File: src/verilog/burst_restart_pkg.sv
// constants for the burst and restart control block
// assumes a 125 MHz core clock; comparator flags are synchronised inside the control block
package burst_restart_pkg;
    localparam int CLK_HZ             = 125_000_000;
    localparam int BLANK_MS           = 20;
    localparam int BLANK_CYCLES       = CLK_HZ / 1000 * BLANK_MS;
    localparam int SPIKE_US           = 30;
    localparam int SPIKE_CYCLES       = CLK_HZ / 1_000_000 * SPIKE_US;
    localparam int DETECT_MS          = 1;
    localparam int DETECT_CYCLES      = CLK_HZ / 1000 * DETECT_MS;
    localparam int EXT_COUNT_TOTAL    = 256;
    localparam int CNT_W              = 24;
    localparam logic [15:0] LVL1_MIN  = 16'h0000;
    localparam logic [15:0] LVL2_MIN  = 16'h0004;
    localparam logic [15:0] LVL3_MIN  = 16'h0010;
    localparam logic [15:0] LVL4_MIN  = 16'h0040;
    localparam logic [1:0]  LVL_NEVER = 2'h3;

    typedef enum logic [1:0] {
        RESTART_NONE,
        RESTART_NORMAL,
        RESTART_ODD_SKIP,
        RESTART_NON_SWITCH
    } restart_mode_e;
endpackage : burst_restart_pkg

File: src/verilog/burst_and_restart_control.sv
// burst mode and auto-restart sequencing for an off-line switching controller
// assumes comparator and thermal inputs are asynchronous to clk_in
// What this block does
// - blanking counter held at zero normally, counts once feedback below entry level.
// - burst entered only if counter hits 20 ms with feedback still low.
// - on burst entry set burst flag and switch internal bias off.
// - in burst, feedback above 3.5V turns bias on and resumes switching.
// - burst mode selects the reduced burst current limit.
// - in burst, feedback down to 3.2V switches bias off again.
// - feedback above 4.0V in burst clears burst, restores full current limit.
// - odd-skip mode: odd cycles no detection nor switching, even cycles both.
// - odd-skip releases only in even cycle with fault gone.
// - non-switch mode: no switching even cycles, detect there, release when clear.
// - both over-voltages, over-load and open loop map to odd-skip restart.
// - under-voltage and shorted opto lead to normal restart via lockout.
// - first over-voltage acts only in soft start with high supply and feedback.
// - second over-voltage acts in normal and burst states, without the soft-start condition, and forces odd-skip restart.
// - over-temperature forces non-switch restart, recovery after hysteresis drop.
// - multi-function pin pulled low stops gate drive, non-switch restart.
// - below lockout shut down, enable start-up cell; restart at turn-on level.
// - feedback above 4.5V starts blanking; at 20 ms extended counter starts.
// - extended counter discharges to 0.9V, charges to 4.5V, counts each 4.5V crossing.
// - at 256 counts counter stops; restart follows after 30 us spike blanking.
// - burst thresholds chosen once from oscillation count in first 1 ms.
`timescale 1ns/1ps
`default_nettype none
module burst_and_restart_control #(
    parameter int BLANK_CYC = burst_restart_pkg::BLANK_CYCLES,
    parameter int SPIKE_CYC = burst_restart_pkg::SPIKE_CYCLES,
    parameter int DETECT_CYC = burst_restart_pkg::DETECT_CYCLES,
    parameter int EXT_TOTAL = burst_restart_pkg::EXT_COUNT_TOTAL
) (
    input  wire logic       clk_in,
    input  wire logic       resetn_in,
    input  wire logic       burst_entry_comparator_in,
    input  wire logic       burst_wake_comparator_in,
    input  wire logic       burst_sleep_comparator_in,
    input  wire logic       burst_exit_comparator_in,
    input  wire logic       overload_comparator_in,
    input  wire logic       upper_charge_comparator_in,
    input  wire logic       lower_discharge_comparator_in,
    input  wire logic       ext_protect_in,
    input  wire logic       ovp1_supply_in,
    input  wire logic       supply_overvoltage_trip_in,
    input  wire logic       thermal_trip_in,
    input  wire logic       thermal_clear_in,
    input  wire logic       supply_lockout_off_in,
    input  wire logic       supply_lockout_on_in,
    input  wire logic       soft_start_in,
    input  wire logic       fbb_osc_pulse_in,
    output logic            bias_enable_out,
    output logic            switch_enable_out,
    output logic            burst_current_limit_out,
    output logic            burst_flag_out,
    output logic            startup_cell_enable_out,
    output logic            charge_switch_out,
    output logic            discharge_switch_out,
    output logic [1:0]      restart_mode_out,
    output logic [1:0]      burst_level_out
);
    localparam int NS = 15;
    localparam int CW = burst_restart_pkg::CNT_W;

    // two-flop synchronisers for all analog flags
    logic [NS-1:0] raw;
    logic [NS-1:0] s1_r;
    logic [NS-1:0] s2_r;
    assign raw = {burst_entry_comparator_in, burst_wake_comparator_in,
                  burst_sleep_comparator_in, burst_exit_comparator_in,
                  overload_comparator_in, upper_charge_comparator_in,
                  lower_discharge_comparator_in, ext_protect_in,
                  ovp1_supply_in, supply_overvoltage_trip_in,
                  thermal_trip_in, thermal_clear_in, supply_lockout_off_in,
                  supply_lockout_on_in, fbb_osc_pulse_in};
    always_ff @(posedge clk_in or negedge resetn_in) begin
        if (!resetn_in) begin
            s1_r <= '0;
            s2_r <= '0;
        end else begin
            s1_r <= raw;
            s2_r <= s1_r;
        end
    end
    logic fb_low, wake, sleep, bexit, ovl, up_hit, lo_hit, ext_pr;
    logic ovp1, ovp2, ot_trip, ot_clr, uv_off, uv_on, osc;
    assign {fb_low, wake, sleep, bexit, ovl, up_hit, lo_hit, ext_pr,
            ovp1, ovp2, ot_trip, ot_clr, uv_off, uv_on, osc} = s2_r;

    typedef enum logic [2:0] {
        ST_OFF, ST_DETECT, ST_NORMAL, ST_BURST, ST_RESTART
    } state_e;
    typedef enum logic [1:0] { EB_IDLE, EB_DISCH, EB_CHG, EB_DONE } ext_e;

    state_e                            st_r, st_nxt;
    ext_e                              eb_r, eb_nxt;
    burst_restart_pkg::restart_mode_e  mode_r, mode_nxt;
    logic [CW-1:0] bcnt_r, bcnt_nxt;
    logic [CW-1:0] ocnt_r, ocnt_nxt;
    logic [CW-1:0] spk_r, spk_nxt;
    logic [CW-1:0] det_r, det_nxt;
    logic [15:0]   osc_r, osc_nxt;
    logic [8:0]    ecnt_r, ecnt_nxt;
    logic [1:0]    lvl_r, lvl_nxt;
    logic          lvl_done_r, lvl_done_nxt;
    logic          odd_r, odd_nxt;
    logic          bias_r, bias_nxt;
    logic          sw_r, sw_nxt;
    logic          cl_r, cl_nxt;
    logic          flag_r, flag_nxt;
    logic          cell_r, cell_nxt;
    logic          cycled_r, cycled_nxt;
    logic          ot_hold_r, ot_hold_nxt;
    logic          osc_d_r;

    // burst level from detect-window oscillation count; under 4 pulses means never
    function automatic logic [1:0] level_of(input logic [15:0] n);
        if (n >= burst_restart_pkg::LVL4_MIN) level_of = 2'h0;
        else if (n >= burst_restart_pkg::LVL3_MIN) level_of = 2'h1;
        else if (n >= burst_restart_pkg::LVL2_MIN) level_of = 2'h2;
        else level_of = burst_restart_pkg::LVL_NEVER;
    endfunction : level_of

    logic odd_fault, ns_fault, burst_allowed;
    always_comb begin
        odd_fault = ovp2 || (ovp1 && ovl && soft_start_in)
                    || (eb_r == EB_DONE && spk_r >= CW'(SPIKE_CYC));
        ns_fault = ot_hold_r || ext_pr;
        burst_allowed = (lvl_r != burst_restart_pkg::LVL_NEVER);
    end

    always_comb begin
        st_nxt = st_r;
        eb_nxt = eb_r;
        mode_nxt = mode_r;
        bcnt_nxt = bcnt_r;
        ocnt_nxt = ocnt_r;
        spk_nxt = spk_r;
        det_nxt = det_r;
        osc_nxt = osc_r;
        ecnt_nxt = ecnt_r;
        lvl_nxt = lvl_r;
        lvl_done_nxt = lvl_done_r;
        odd_nxt = odd_r;
        bias_nxt = bias_r;
        sw_nxt = sw_r;
        cl_nxt = cl_r;
        flag_nxt = flag_r;
        cell_nxt = cell_r;
        cycled_nxt = cycled_r;
        ot_hold_nxt = ot_hold_r;
        if (ot_trip) ot_hold_nxt = 1'b1;
        else if (ot_clr) ot_hold_nxt = 1'b0;
        case (st_r)
            ST_OFF: begin
                bias_nxt = 1'b0;
                sw_nxt = 1'b0;
                cell_nxt = 1'b1;
                if (uv_on) begin
                    cell_nxt = 1'b0;
                    bias_nxt = 1'b1;
                    if (mode_r == burst_restart_pkg::RESTART_NONE ||
                        mode_r == burst_restart_pkg::RESTART_NORMAL) begin
                        mode_nxt = burst_restart_pkg::RESTART_NONE;
                        st_nxt = lvl_done_r ? ST_NORMAL : ST_DETECT;
                        sw_nxt = lvl_done_r;
                        det_nxt = '0;
                        osc_nxt = '0;
                    end else begin
                        st_nxt = ST_RESTART;
                        odd_nxt = ~odd_r;
                        cycled_nxt = 1'b1;
                    end
                end
            end
            ST_DETECT: begin
                det_nxt = det_r + CW'(1);
                if (osc && !osc_d_r) osc_nxt = osc_r + 16'h0001;
                if (det_r >= CW'(DETECT_CYC)) begin
                    lvl_nxt = level_of(osc_r);
                    lvl_done_nxt = 1'b1;
                    st_nxt = ST_NORMAL;
                    sw_nxt = 1'b1;
                end
            end
            ST_NORMAL: begin
                cl_nxt = 1'b0;
                if (fb_low && burst_allowed) begin
                    bcnt_nxt = bcnt_r + CW'(1);
                    if (bcnt_r >= CW'(BLANK_CYC)) begin
                        st_nxt = ST_BURST;
                        flag_nxt = 1'b1;
                        bias_nxt = 1'b0;
                        sw_nxt = 1'b0;
                        cl_nxt = 1'b1;
                        bcnt_nxt = '0;
                    end
                end else begin
                    bcnt_nxt = '0;
                end
            end
            ST_BURST: begin
                cl_nxt = 1'b1;
                if (bexit) begin
                    st_nxt = ST_NORMAL;
                    flag_nxt = 1'b0;
                    cl_nxt = 1'b0;
                    bias_nxt = 1'b1;
                    sw_nxt = 1'b1;
                end else if (wake) begin
                    bias_nxt = 1'b1;
                    sw_nxt = 1'b1;
                end else if (sleep) begin
                    bias_nxt = 1'b0;
                    sw_nxt = 1'b0;
                end
            end
            ST_RESTART: begin
                // odd cycles of odd-skip: no detect, no switching
                sw_nxt = !odd_r &&
                         (mode_r == burst_restart_pkg::RESTART_ODD_SKIP);
                // no release before the first lockout cycle has run
                if (cycled_r && !odd_r && !odd_fault && !ns_fault) begin
                    st_nxt = ST_NORMAL;
                    mode_nxt = burst_restart_pkg::RESTART_NONE;
                    sw_nxt = 1'b1;
                end
            end
            default: st_nxt = ST_OFF;
        endcase
        // overload blanking and extended counter
        if (st_r == ST_NORMAL || st_r == ST_BURST) begin
            if (ovl) begin
                if (ocnt_r < CW'(BLANK_CYC)) ocnt_nxt = ocnt_r + CW'(1);
            end else begin
                ocnt_nxt = '0;
            end
        end else begin
            ocnt_nxt = '0;
        end
        case (eb_r)
            EB_IDLE: if (ovl && ocnt_r >= CW'(BLANK_CYC)) begin
                eb_nxt = EB_DISCH;
                ecnt_nxt = '0;
            end
            EB_DISCH: if (lo_hit) eb_nxt = EB_CHG;
            EB_CHG: if (up_hit) begin
                ecnt_nxt = ecnt_r + 9'h001;
                eb_nxt = (ecnt_r + 9'h001 >= 9'(EXT_TOTAL)) ?
                         EB_DONE : EB_DISCH;
            end
            EB_DONE: spk_nxt = spk_r + CW'(1);
            default: eb_nxt = EB_IDLE;
        endcase
        if (!ovl || ext_pr || st_r == ST_RESTART || st_r == ST_OFF) begin
            eb_nxt = EB_IDLE; // external request overrides blanking
            spk_nxt = '0;
        end
        // protection entry from running states
        if (st_r == ST_NORMAL || st_r == ST_BURST) begin
            if (ns_fault || odd_fault) begin
                mode_nxt = ns_fault ? burst_restart_pkg::RESTART_NON_SWITCH
                                    : burst_restart_pkg::RESTART_ODD_SKIP;
                st_nxt = ST_RESTART;
                odd_nxt = 1'b0;
                cycled_nxt = 1'b0;
                sw_nxt = 1'b0;
                flag_nxt = 1'b0;
                cl_nxt = 1'b0;
            end
        end
        if (uv_off && st_r != ST_OFF) begin
            if (st_r != ST_RESTART)
                mode_nxt = burst_restart_pkg::RESTART_NORMAL;
            st_nxt = ST_OFF;
            sw_nxt = 1'b0;
            bias_nxt = 1'b0;
            cell_nxt = 1'b1;
            flag_nxt = 1'b0;
            cl_nxt = 1'b0;
        end
    end

    always_ff @(posedge clk_in or negedge resetn_in) begin
        if (!resetn_in) begin
            st_r <= ST_OFF;
            eb_r <= EB_IDLE;
            mode_r <= burst_restart_pkg::RESTART_NONE;
            bcnt_r <= '0;
            ocnt_r <= '0;
            spk_r <= '0;
            det_r <= '0;
            osc_r <= '0;
            ecnt_r <= '0;
            lvl_r <= burst_restart_pkg::LVL_NEVER;
            lvl_done_r <= 1'b0;
            odd_r <= 1'b0;
            bias_r <= 1'b0;
            sw_r <= 1'b0;
            cl_r <= 1'b0;
            flag_r <= 1'b0;
            cell_r <= 1'b1;
            cycled_r <= 1'b0;
            ot_hold_r <= 1'b0;
            osc_d_r <= 1'b0;
        end else begin
            st_r <= st_nxt;
            eb_r <= eb_nxt;
            mode_r <= mode_nxt;
            bcnt_r <= bcnt_nxt;
            ocnt_r <= ocnt_nxt;
            spk_r <= spk_nxt;
            det_r <= det_nxt;
            osc_r <= osc_nxt;
            ecnt_r <= ecnt_nxt;
            lvl_r <= lvl_nxt;
            lvl_done_r <= lvl_done_nxt;
            odd_r <= odd_nxt;
            bias_r <= bias_nxt;
            sw_r <= sw_nxt;
            cl_r <= cl_nxt;
            flag_r <= flag_nxt;
            cell_r <= cell_nxt;
            cycled_r <= cycled_nxt;
            ot_hold_r <= ot_hold_nxt;
            osc_d_r <= osc;
        end
    end

    // outputs straight from registers
    always_ff @(posedge clk_in or negedge resetn_in) begin
        if (!resetn_in) begin
            charge_switch_out <= 1'b0;
            discharge_switch_out <= 1'b0;
        end else begin
            charge_switch_out <= (eb_nxt == EB_CHG);
            discharge_switch_out <= (eb_nxt == EB_DISCH);
        end
    end
    assign bias_enable_out = bias_r;
    assign switch_enable_out = sw_r;
    assign burst_current_limit_out = cl_r;
    assign burst_flag_out = flag_r;
    assign startup_cell_enable_out = cell_r;
    assign restart_mode_out = mode_r;
    assign burst_level_out = lvl_r;
endmodule : burst_and_restart_control
`default_nettype wire

File: config.mk
export PLATFORM = sky130hd
export DESIGN_NAME = burst_and_restart_control
export DESIGN_NICKNAME = d
export VERILOG_FILES = /design/src/verilog/burst_restart_pkg.sv /design/src/verilog/burst_and_restart_control.sv
export SDC_FILE = /design/constraint.sdc
export NUM_CORES = 1
export LEC_CHECK = 0
export ABC_AREA = 1
export BUFFER_PORTS_ARGS = -buffer_cell sky130_fd_sc_hd__clkbuf_2
export CAP_MARGIN = 15
export CORE_ASPECT_RATIO = 1.2
export CORE_MARGIN = 2
export CORE_UTILIZATION = 25
export CTS_CLUSTER_DIAMETER = 60
export DETAILED_ROUTE_END_ITERATION = 6
export SYNTH_ARGS = -nofsm -noshare
export SYNTH_HDL_FRONTEND = slang
export SYNTH_SLANG_ARGS = --single-unit
File: constraint.sdc
create_clock -name clk_in -period 1.82 [get_ports clk_in]
set_input_delay 0.091 -clock clk_in [delete_from_list [all_inputs] [get_ports clk_in]]
set_output_delay 0.091 -clock clk_in [all_outputs]
set_load 0.02 [all_outputs]
# --- Word level (Yosys, flattened, before mapping) ---
# Cells that the tools add are included.
totals:
  reg_bits: 172
  wordCells: 199
classes:
  add_sub_neg: 6
  n_lt_le_gt_ge: 9
  eq_ne: 22
  n_mux: 97
  bitwise_logic: 1
  n_reduce_logical: 40
ops:
  columns: ["op", "count"]
  rows:
  - ["$mux 24", 9]
  - ["$add 24x1->24 const B", 4]
  - ["$ge 24x22->1 const B", 2]
  - ["$mux 1", 48]
  - ["$mux 16", 3]
  - ["$pmux 24 s2", 1]
  - ["$pmux 16 s2", 1]
  - ["$mux 2", 15]
  - ["$mux 3", 10]
  - ["$ge 24x12->1 const B", 1]
  - ["$ge 24x17->1 const B", 1]
  - ["$lt 24x22->1 const B", 1]
  - ["$mux 9", 2]
  - ["$pmux 9 s2", 1]
  - ["$add 16x1->16 const B", 1]
  - ["$ge 16x3->1 const B", 1]
  - ["$ge 16x5->1 const B", 1]
  - ["$ge 16x7->1 const B", 1]
  - ["$pmux 3 s5", 1]
  - ["$ne 2x2->1 const B", 6]
  - ["$logic_and 1x1->1", 11]
  - ["$reduce_bool 2->1", 5]
  - ["$add 9x1->9 const B", 1]
  - ["$ge 9x9->1 const B", 1]
  - ["23 further kinds", 47]

# --- Longest topological paths before layout ---
logic_depth:
  depth_word: 13
  depth_mapped: 15
  ltp_nobuf: 15

# --- Worst setup path before layout ---
# No wires, ideal clock.
synth_path:
  kind: "register to register"
  from: "register bcnt_r[0]"
  to: "register bcnt_r[20]"
  arrival_ns: 1.481
  required_ns: 1.744
  slack_ns: 0.262
  path_stages_with_launch: 9
  n_path_buf: 1
  synth_period_minus_slack_ns: 1.558
  path_cell_list: "dfrtp_1 -> ha_1 -> nand3_1 -> nor2_1 -> and3_1 -> buf_2 -> nand4_1 -> xor2_1 -> o21ai_1"
synth_via:
  elab_chain_len: 3
  elab_cells_between_ends: 4
  classes_between: "add/sub (1); order compare (1); mux (2)"
synth_lines:
  columns: ["item", "line_no", "rtl"]
  rows:
  - ["from (decl)", "burst_and_restart_control.sv:97", "logic [CW-1:0] bcnt_r, bcnt_nxt;"]
  - ["from (signal assigned)", "burst_and_restart_control.sv:309", "bcnt_r <= bcnt_nxt;"]
  - ["$add 24x1->24 or $ge 24x22->1 (tied branches)", "burst_and_restart_control.sv:188, burst_and_restart_control.sv:189", null]
  - ["$mux 24 (*)", "burst_and_restart_control.sv:189", "if (bcnt_r >= CW'(BLANK_CYC)) begin"]
  - ["$mux 24 (*)", "burst_and_restart_control.sv:187", "if (fb_low && burst_allowed) begin"]
# Mark *: on every way between the ends. The rest lies on a longest branch, timed or not.
# A chain may end at the register's enable or synchronous reset.

# --- Final worst setup path ---
layout_path:
  from: "register spk_r[2]"
  to: "register spk_r[18]"
layout_via:
  elab_chain_len: 3
layout_lines:
  columns: ["item", "line_no", "rtl"]
  rows:
  - ["from (decl)", "burst_and_restart_control.sv:99", "logic [CW-1:0] spk_r, spk_nxt;"]
  - ["from (signal assigned)", "burst_and_restart_control.sv:311", "spk_r <= spk_nxt;"]
  - ["$add 24x1->24", "burst_and_restart_control.sv:251", "EB_DONE: spk_nxt = spk_r + CW'(1);"]
  - ["$mux 24", "burst_and_restart_control.sv:240", "case (eb_r)"]
  - ["$mux 24", "burst_and_restart_control.sv:254", "if (!ovl || ext_pr || st_r == ST_RESTART || st_r == ST_OFF) begin"]
# No other way between the ends. The select of a mux whose other input is x is not followed.

==> impl_results.md <==
* Buffer levels on the longest clock path at 2
* Port Buf Inserts at 28
* Worst vdd ir at 666 µV
* Final cycle utilization of the critical path at 94.4%
* Antenna viol nets, final at 0
* DRC violation count after routing at 0
* Final cell count without fillers at 1765
* Share of the core filled with cells in the final layout at 31.0%
* Synthesized Nets at 1195
* Setup violation total in the final timing report at 0
* CTS H-tree lvls at 4
* Fin Clk Skew at 0.00811 ns
* Max-slew violation count at 0
* Top achievable clock speed at 582 MHz
* Critical path type: flop to flop
* Hold violation count in the final report at 0
* Peak per-stage delay on the critical path at 0.41 ns
* Final critical delay including setup and external delays at 1.72 ns
* Gr usage total at 12.2%
* CTS Root Cell: clkbuf_16
* Horizontal die dimension at 180 µm
* Sw Share at 27.7%
* Number of warnings printed during yosys synthesis at 0
* Layout cells sized above 1 at 15.6%
* Startpoint Class: flop
* Transition time at the pin with the least slew margin at 0.517 ns
* Final net count at 1307
* Power density of the placed cells at 843 nW/µm²
* Std-Cell Rows at 77
* Antenna diode count at 0
* Top fanout value on the critical path at 4
* Drt initial violations at 542
* Via-to-Cell Ratio at 4.51
* Number of library cell types mapped by synthesis at 54
* Result of the run: completed
* Max-cap viol count at 0
* Die boundary height at 216 µm
* Die ar. at 38900 µm²
* Worst Path Required at 2.15 ns
* Count of placed standard cells including taps at 1708
* R2R Setup Slk at 0.10 ns
* Leak Pwr at 0.00508 µW
* Worst path arrival time at 2.05 ns
* Clock tree from TritonCTS: yes
* Number of search-and-repair iterations in the first detailed-routing pass at 6
* Wirelength per Cell at 12.9 µm
* Total congestion overflow after global routing at 0
* Pwr Total at 9620 µW
* Kind of capture point of the worst setup path: flop
* Core outline area at 36800 µm²
* Area growth from synthesis to layout at 22.4%
* Starting Density at 25.3%
* Number of global-route vias before repair at 7992
* Sequential share of the synthesized area at 46.2%
* Number of CTS-inserted buffers at 17
* Aggregate negative setup slack at 0 ns
* Avg Cell Area, Syn at 8.00 µm²
* Synthesized instance count at 1166
* Pin count of the biggest net entering global routing at 49
* Logic pwr share at 14.4%
* I/O pin count at 29
* Clock network latency to the later pin of the worst-skew pair at 0.45 ns
* Most prevalent standard cell on the critical path: nor3_1
* Class of the most critical hold timing path: input port to async pin
* Unrepaired setup endpoints after global routing: yes
* Number of antenna violations at the first check in global routing at 0
* Crit-path slowest cell: nor3_1
* CP cell instances: inv_1, nor3_1, nand2_1, nor3_1, nand3_1, nand4_1, o21ai_0
* Wire length of the first global-routing pass at 38.9 mm
* Sinks on Clock Net at 172
* Via Count at 7962
* Crit Reg-Reg Startpoint: spk_r[2]$_DFFE_PN0P_
* Cell Area, Synth at 9330 µm²
* Final Wtd Congestion at 0.882
* Count of state elements after synthesis at 172
* Clk network pwr share at 42.8%
* HPWL after detailed placement at 16.9 mm
* Crit path launch: spk_r[2]$_DFFE_PN0P_
* Switching power of the nets at 2660 µW
* Reg power frac at 42.8%
* Aggregate routed wire length at 22.7 mm
* Cell-internal power at 6960 µW
* Clk pin slew, worst setup/hold paths at 0.07 ns
* Worst slew margin relative to its limit at 65.5%
-- layer usage --
metal	GRT usage (%)	wire length, µm	part of all wire, %
met1	14.8	10100	44
met2	21.0	11300	50
met3	2.09	695	3.1
met4	5.65	643	2.8
met5	0	0	0
-- what timing repair did --
item,4_1_cts,5_1_grt
hold buffers,16,0
gates resized for setup,1,26
gates cloned,0,0
endpoints found under the hold margin,70,0
buffers inserted,0,9
setup endpoints to repair,7,59
pin swaps,0,11
-- path summary, 6_finish.rpt --
kind | end | cells past startpoint
setup / recovery | spk_r[18]$_DFFE_PN0P_ | 7
hold / removal | ecnt_r[2]$_DFFE_PN0P_ | 2
setup reg to reg | spk_r[18]$_DFFE_PN0P_ | 7
hold reg to reg | s2_r[9]$_DFF_PN0_ | 0
max in group asynchronous | startup_cell_enable_out$_DFFE_PN1P_ | 3
min in group clk_in | burst_flag_out$_DFF_PN0_ | 6
-- cells in the mapped netlist (all sizes together) --
| cell | number | area, µm² |
|---|---|---|
| clkbuf | 4 | 15.0 |
| and3 | 2 | 12.5 |
| xnor2 | 7 | 61.3 |
| nor3b | 3 | 27.5 |
| a211oi | 3 | 27.5 |
| nor3 | 52 | 304 |
| nand4 | 43 | 299 |
| buf | 14 | 85.1 |
| o31ai | 5 | 37.5 |
| o22ai | 22 | 138 |
| dfstp | 3 | 78.8 |
| nand2 | 265 | 1040 |
| xor2 | 46 | 403 |
| clkinv | 4 | 16.3 |
| dfrtp | 169 | 4230 |
| or2 | 1 | 6.26 |
| nand3b | 6 | 57.6 |
| a221oi | 1 | 8.76 |
| nor4 | 13 | 87.6 |
| a21oi | 53 | 273 |
| a2bb2oi | 1 | 8.76 |
| o21bai | 1 | 7.51 |
| nand3 | 79 | 428 |
| and2 | 1 | 6.26 |
| o21a | 2 | 15.0 |
| ha | 11 | 138 |
| o21ai | 61 | 309 |
| nor2 | 139 | 608 |
| a31oi | 1 | 6.26 |
| inv | 153 | 582 |
| o211ai | 1 | 7.51 |
-- power groups by stage --
stage	Sequential, µW	Clock (µW)	Combinational, µW
floorplan	4170	0	743
global placement	4190	0	1210
detailed placement	4190	0	1230
CTS	4120	4240	1270
global route	4140	4410	1530
finish	4120	4120	1380
-- cell families after synthesis --
| group | synth area share, % |
|---|---|
| simple gates | 30.9 |
| buf+inv | 7.49 |
| flops | 46.2 |
| compound gates | 8.99 |
| xor+xnor | 4.98 |
| fa+ha+maj | 1.48 |
-- sequential cells by signal, summed over array words and instances, names as in the netlist, 2 cells and up --
register	count
bcnt_r	24
det_r	24
eb_r	2
restart_mode_out	2
ecnt_r	9
spk_r	24
s1_r	15
s2_r	15
osc_r	16
ocnt_r	24
st_r	3
burst_level_out	2
-- cells in the final DEF, fill, tap and decap left out, types with 3 or more instances in the layout --
cell type      count
nor3_2             6
o21ai_1           16
xnor2_1            7
nand3_1           74
clkbuf_16         17
nor3_4             3
nor2_8             3
nand2_4            6
buf_4             65
inv_2              9
clkinv_4           3
nor4_2             3
o31ai_1            5
clkbuf_2          27
dlygate4sd3_1     16
nand3_2            4
o21ai_0           43
bufinv_16          5
nand3b_1           5
a21oi_1           50
nand4_1           41
dfrtp_1          168
a21oi_2            3
o22ai_1           22
nor3_1            43
clkinv_1           3
inv_1            141
ha_1              11
nand2_1          251
nand2_2            7
inv_6              5
nor2_2             5
nor2_1           124
xor2_1            46
nor4_1            10
nor2_4             7
dfstp_2            3
-- through the flow --
step / cell area [µm²] / worst slack [ns] / hold WS (ns)
after floorplan: 9330 / 0.262 / -0.205
after global placement: 10400 / 0.0470 / 0.0819
after detailed placement: 10400 / -0.0120 / 0.0830
after CTS: 11200 / 0.0543 / 0.169
after global routing: 11400 / -0.0461 / 0.198
final: 11400 / 0.103 / 0.160
-- layout make-up --
type                            count  area [µm²]
Sequential cell                   172        4310
Fill cell                        3910       25400
Inverter                          157         601
Clock inverter                     14         230
Tap cell                          474         593
Timing Repair Buffer              111         826
Clock buffer                       18         439
Multi-Input combinational cell    819        4420
-- worst max-delay path: cells and delay by family (launching register included) --
| kind | cells | cell delay (ns) |
|---|---|---|
| and+or+nand+nor | 5 | 0.99 |
| buffers and inverters | 1 | 0.12 |
| AOI/OAI and AO/OA | 1 | 0.10 |
| DFF | 1 | 0.40 |
Power figures use the tool's default switching activity.
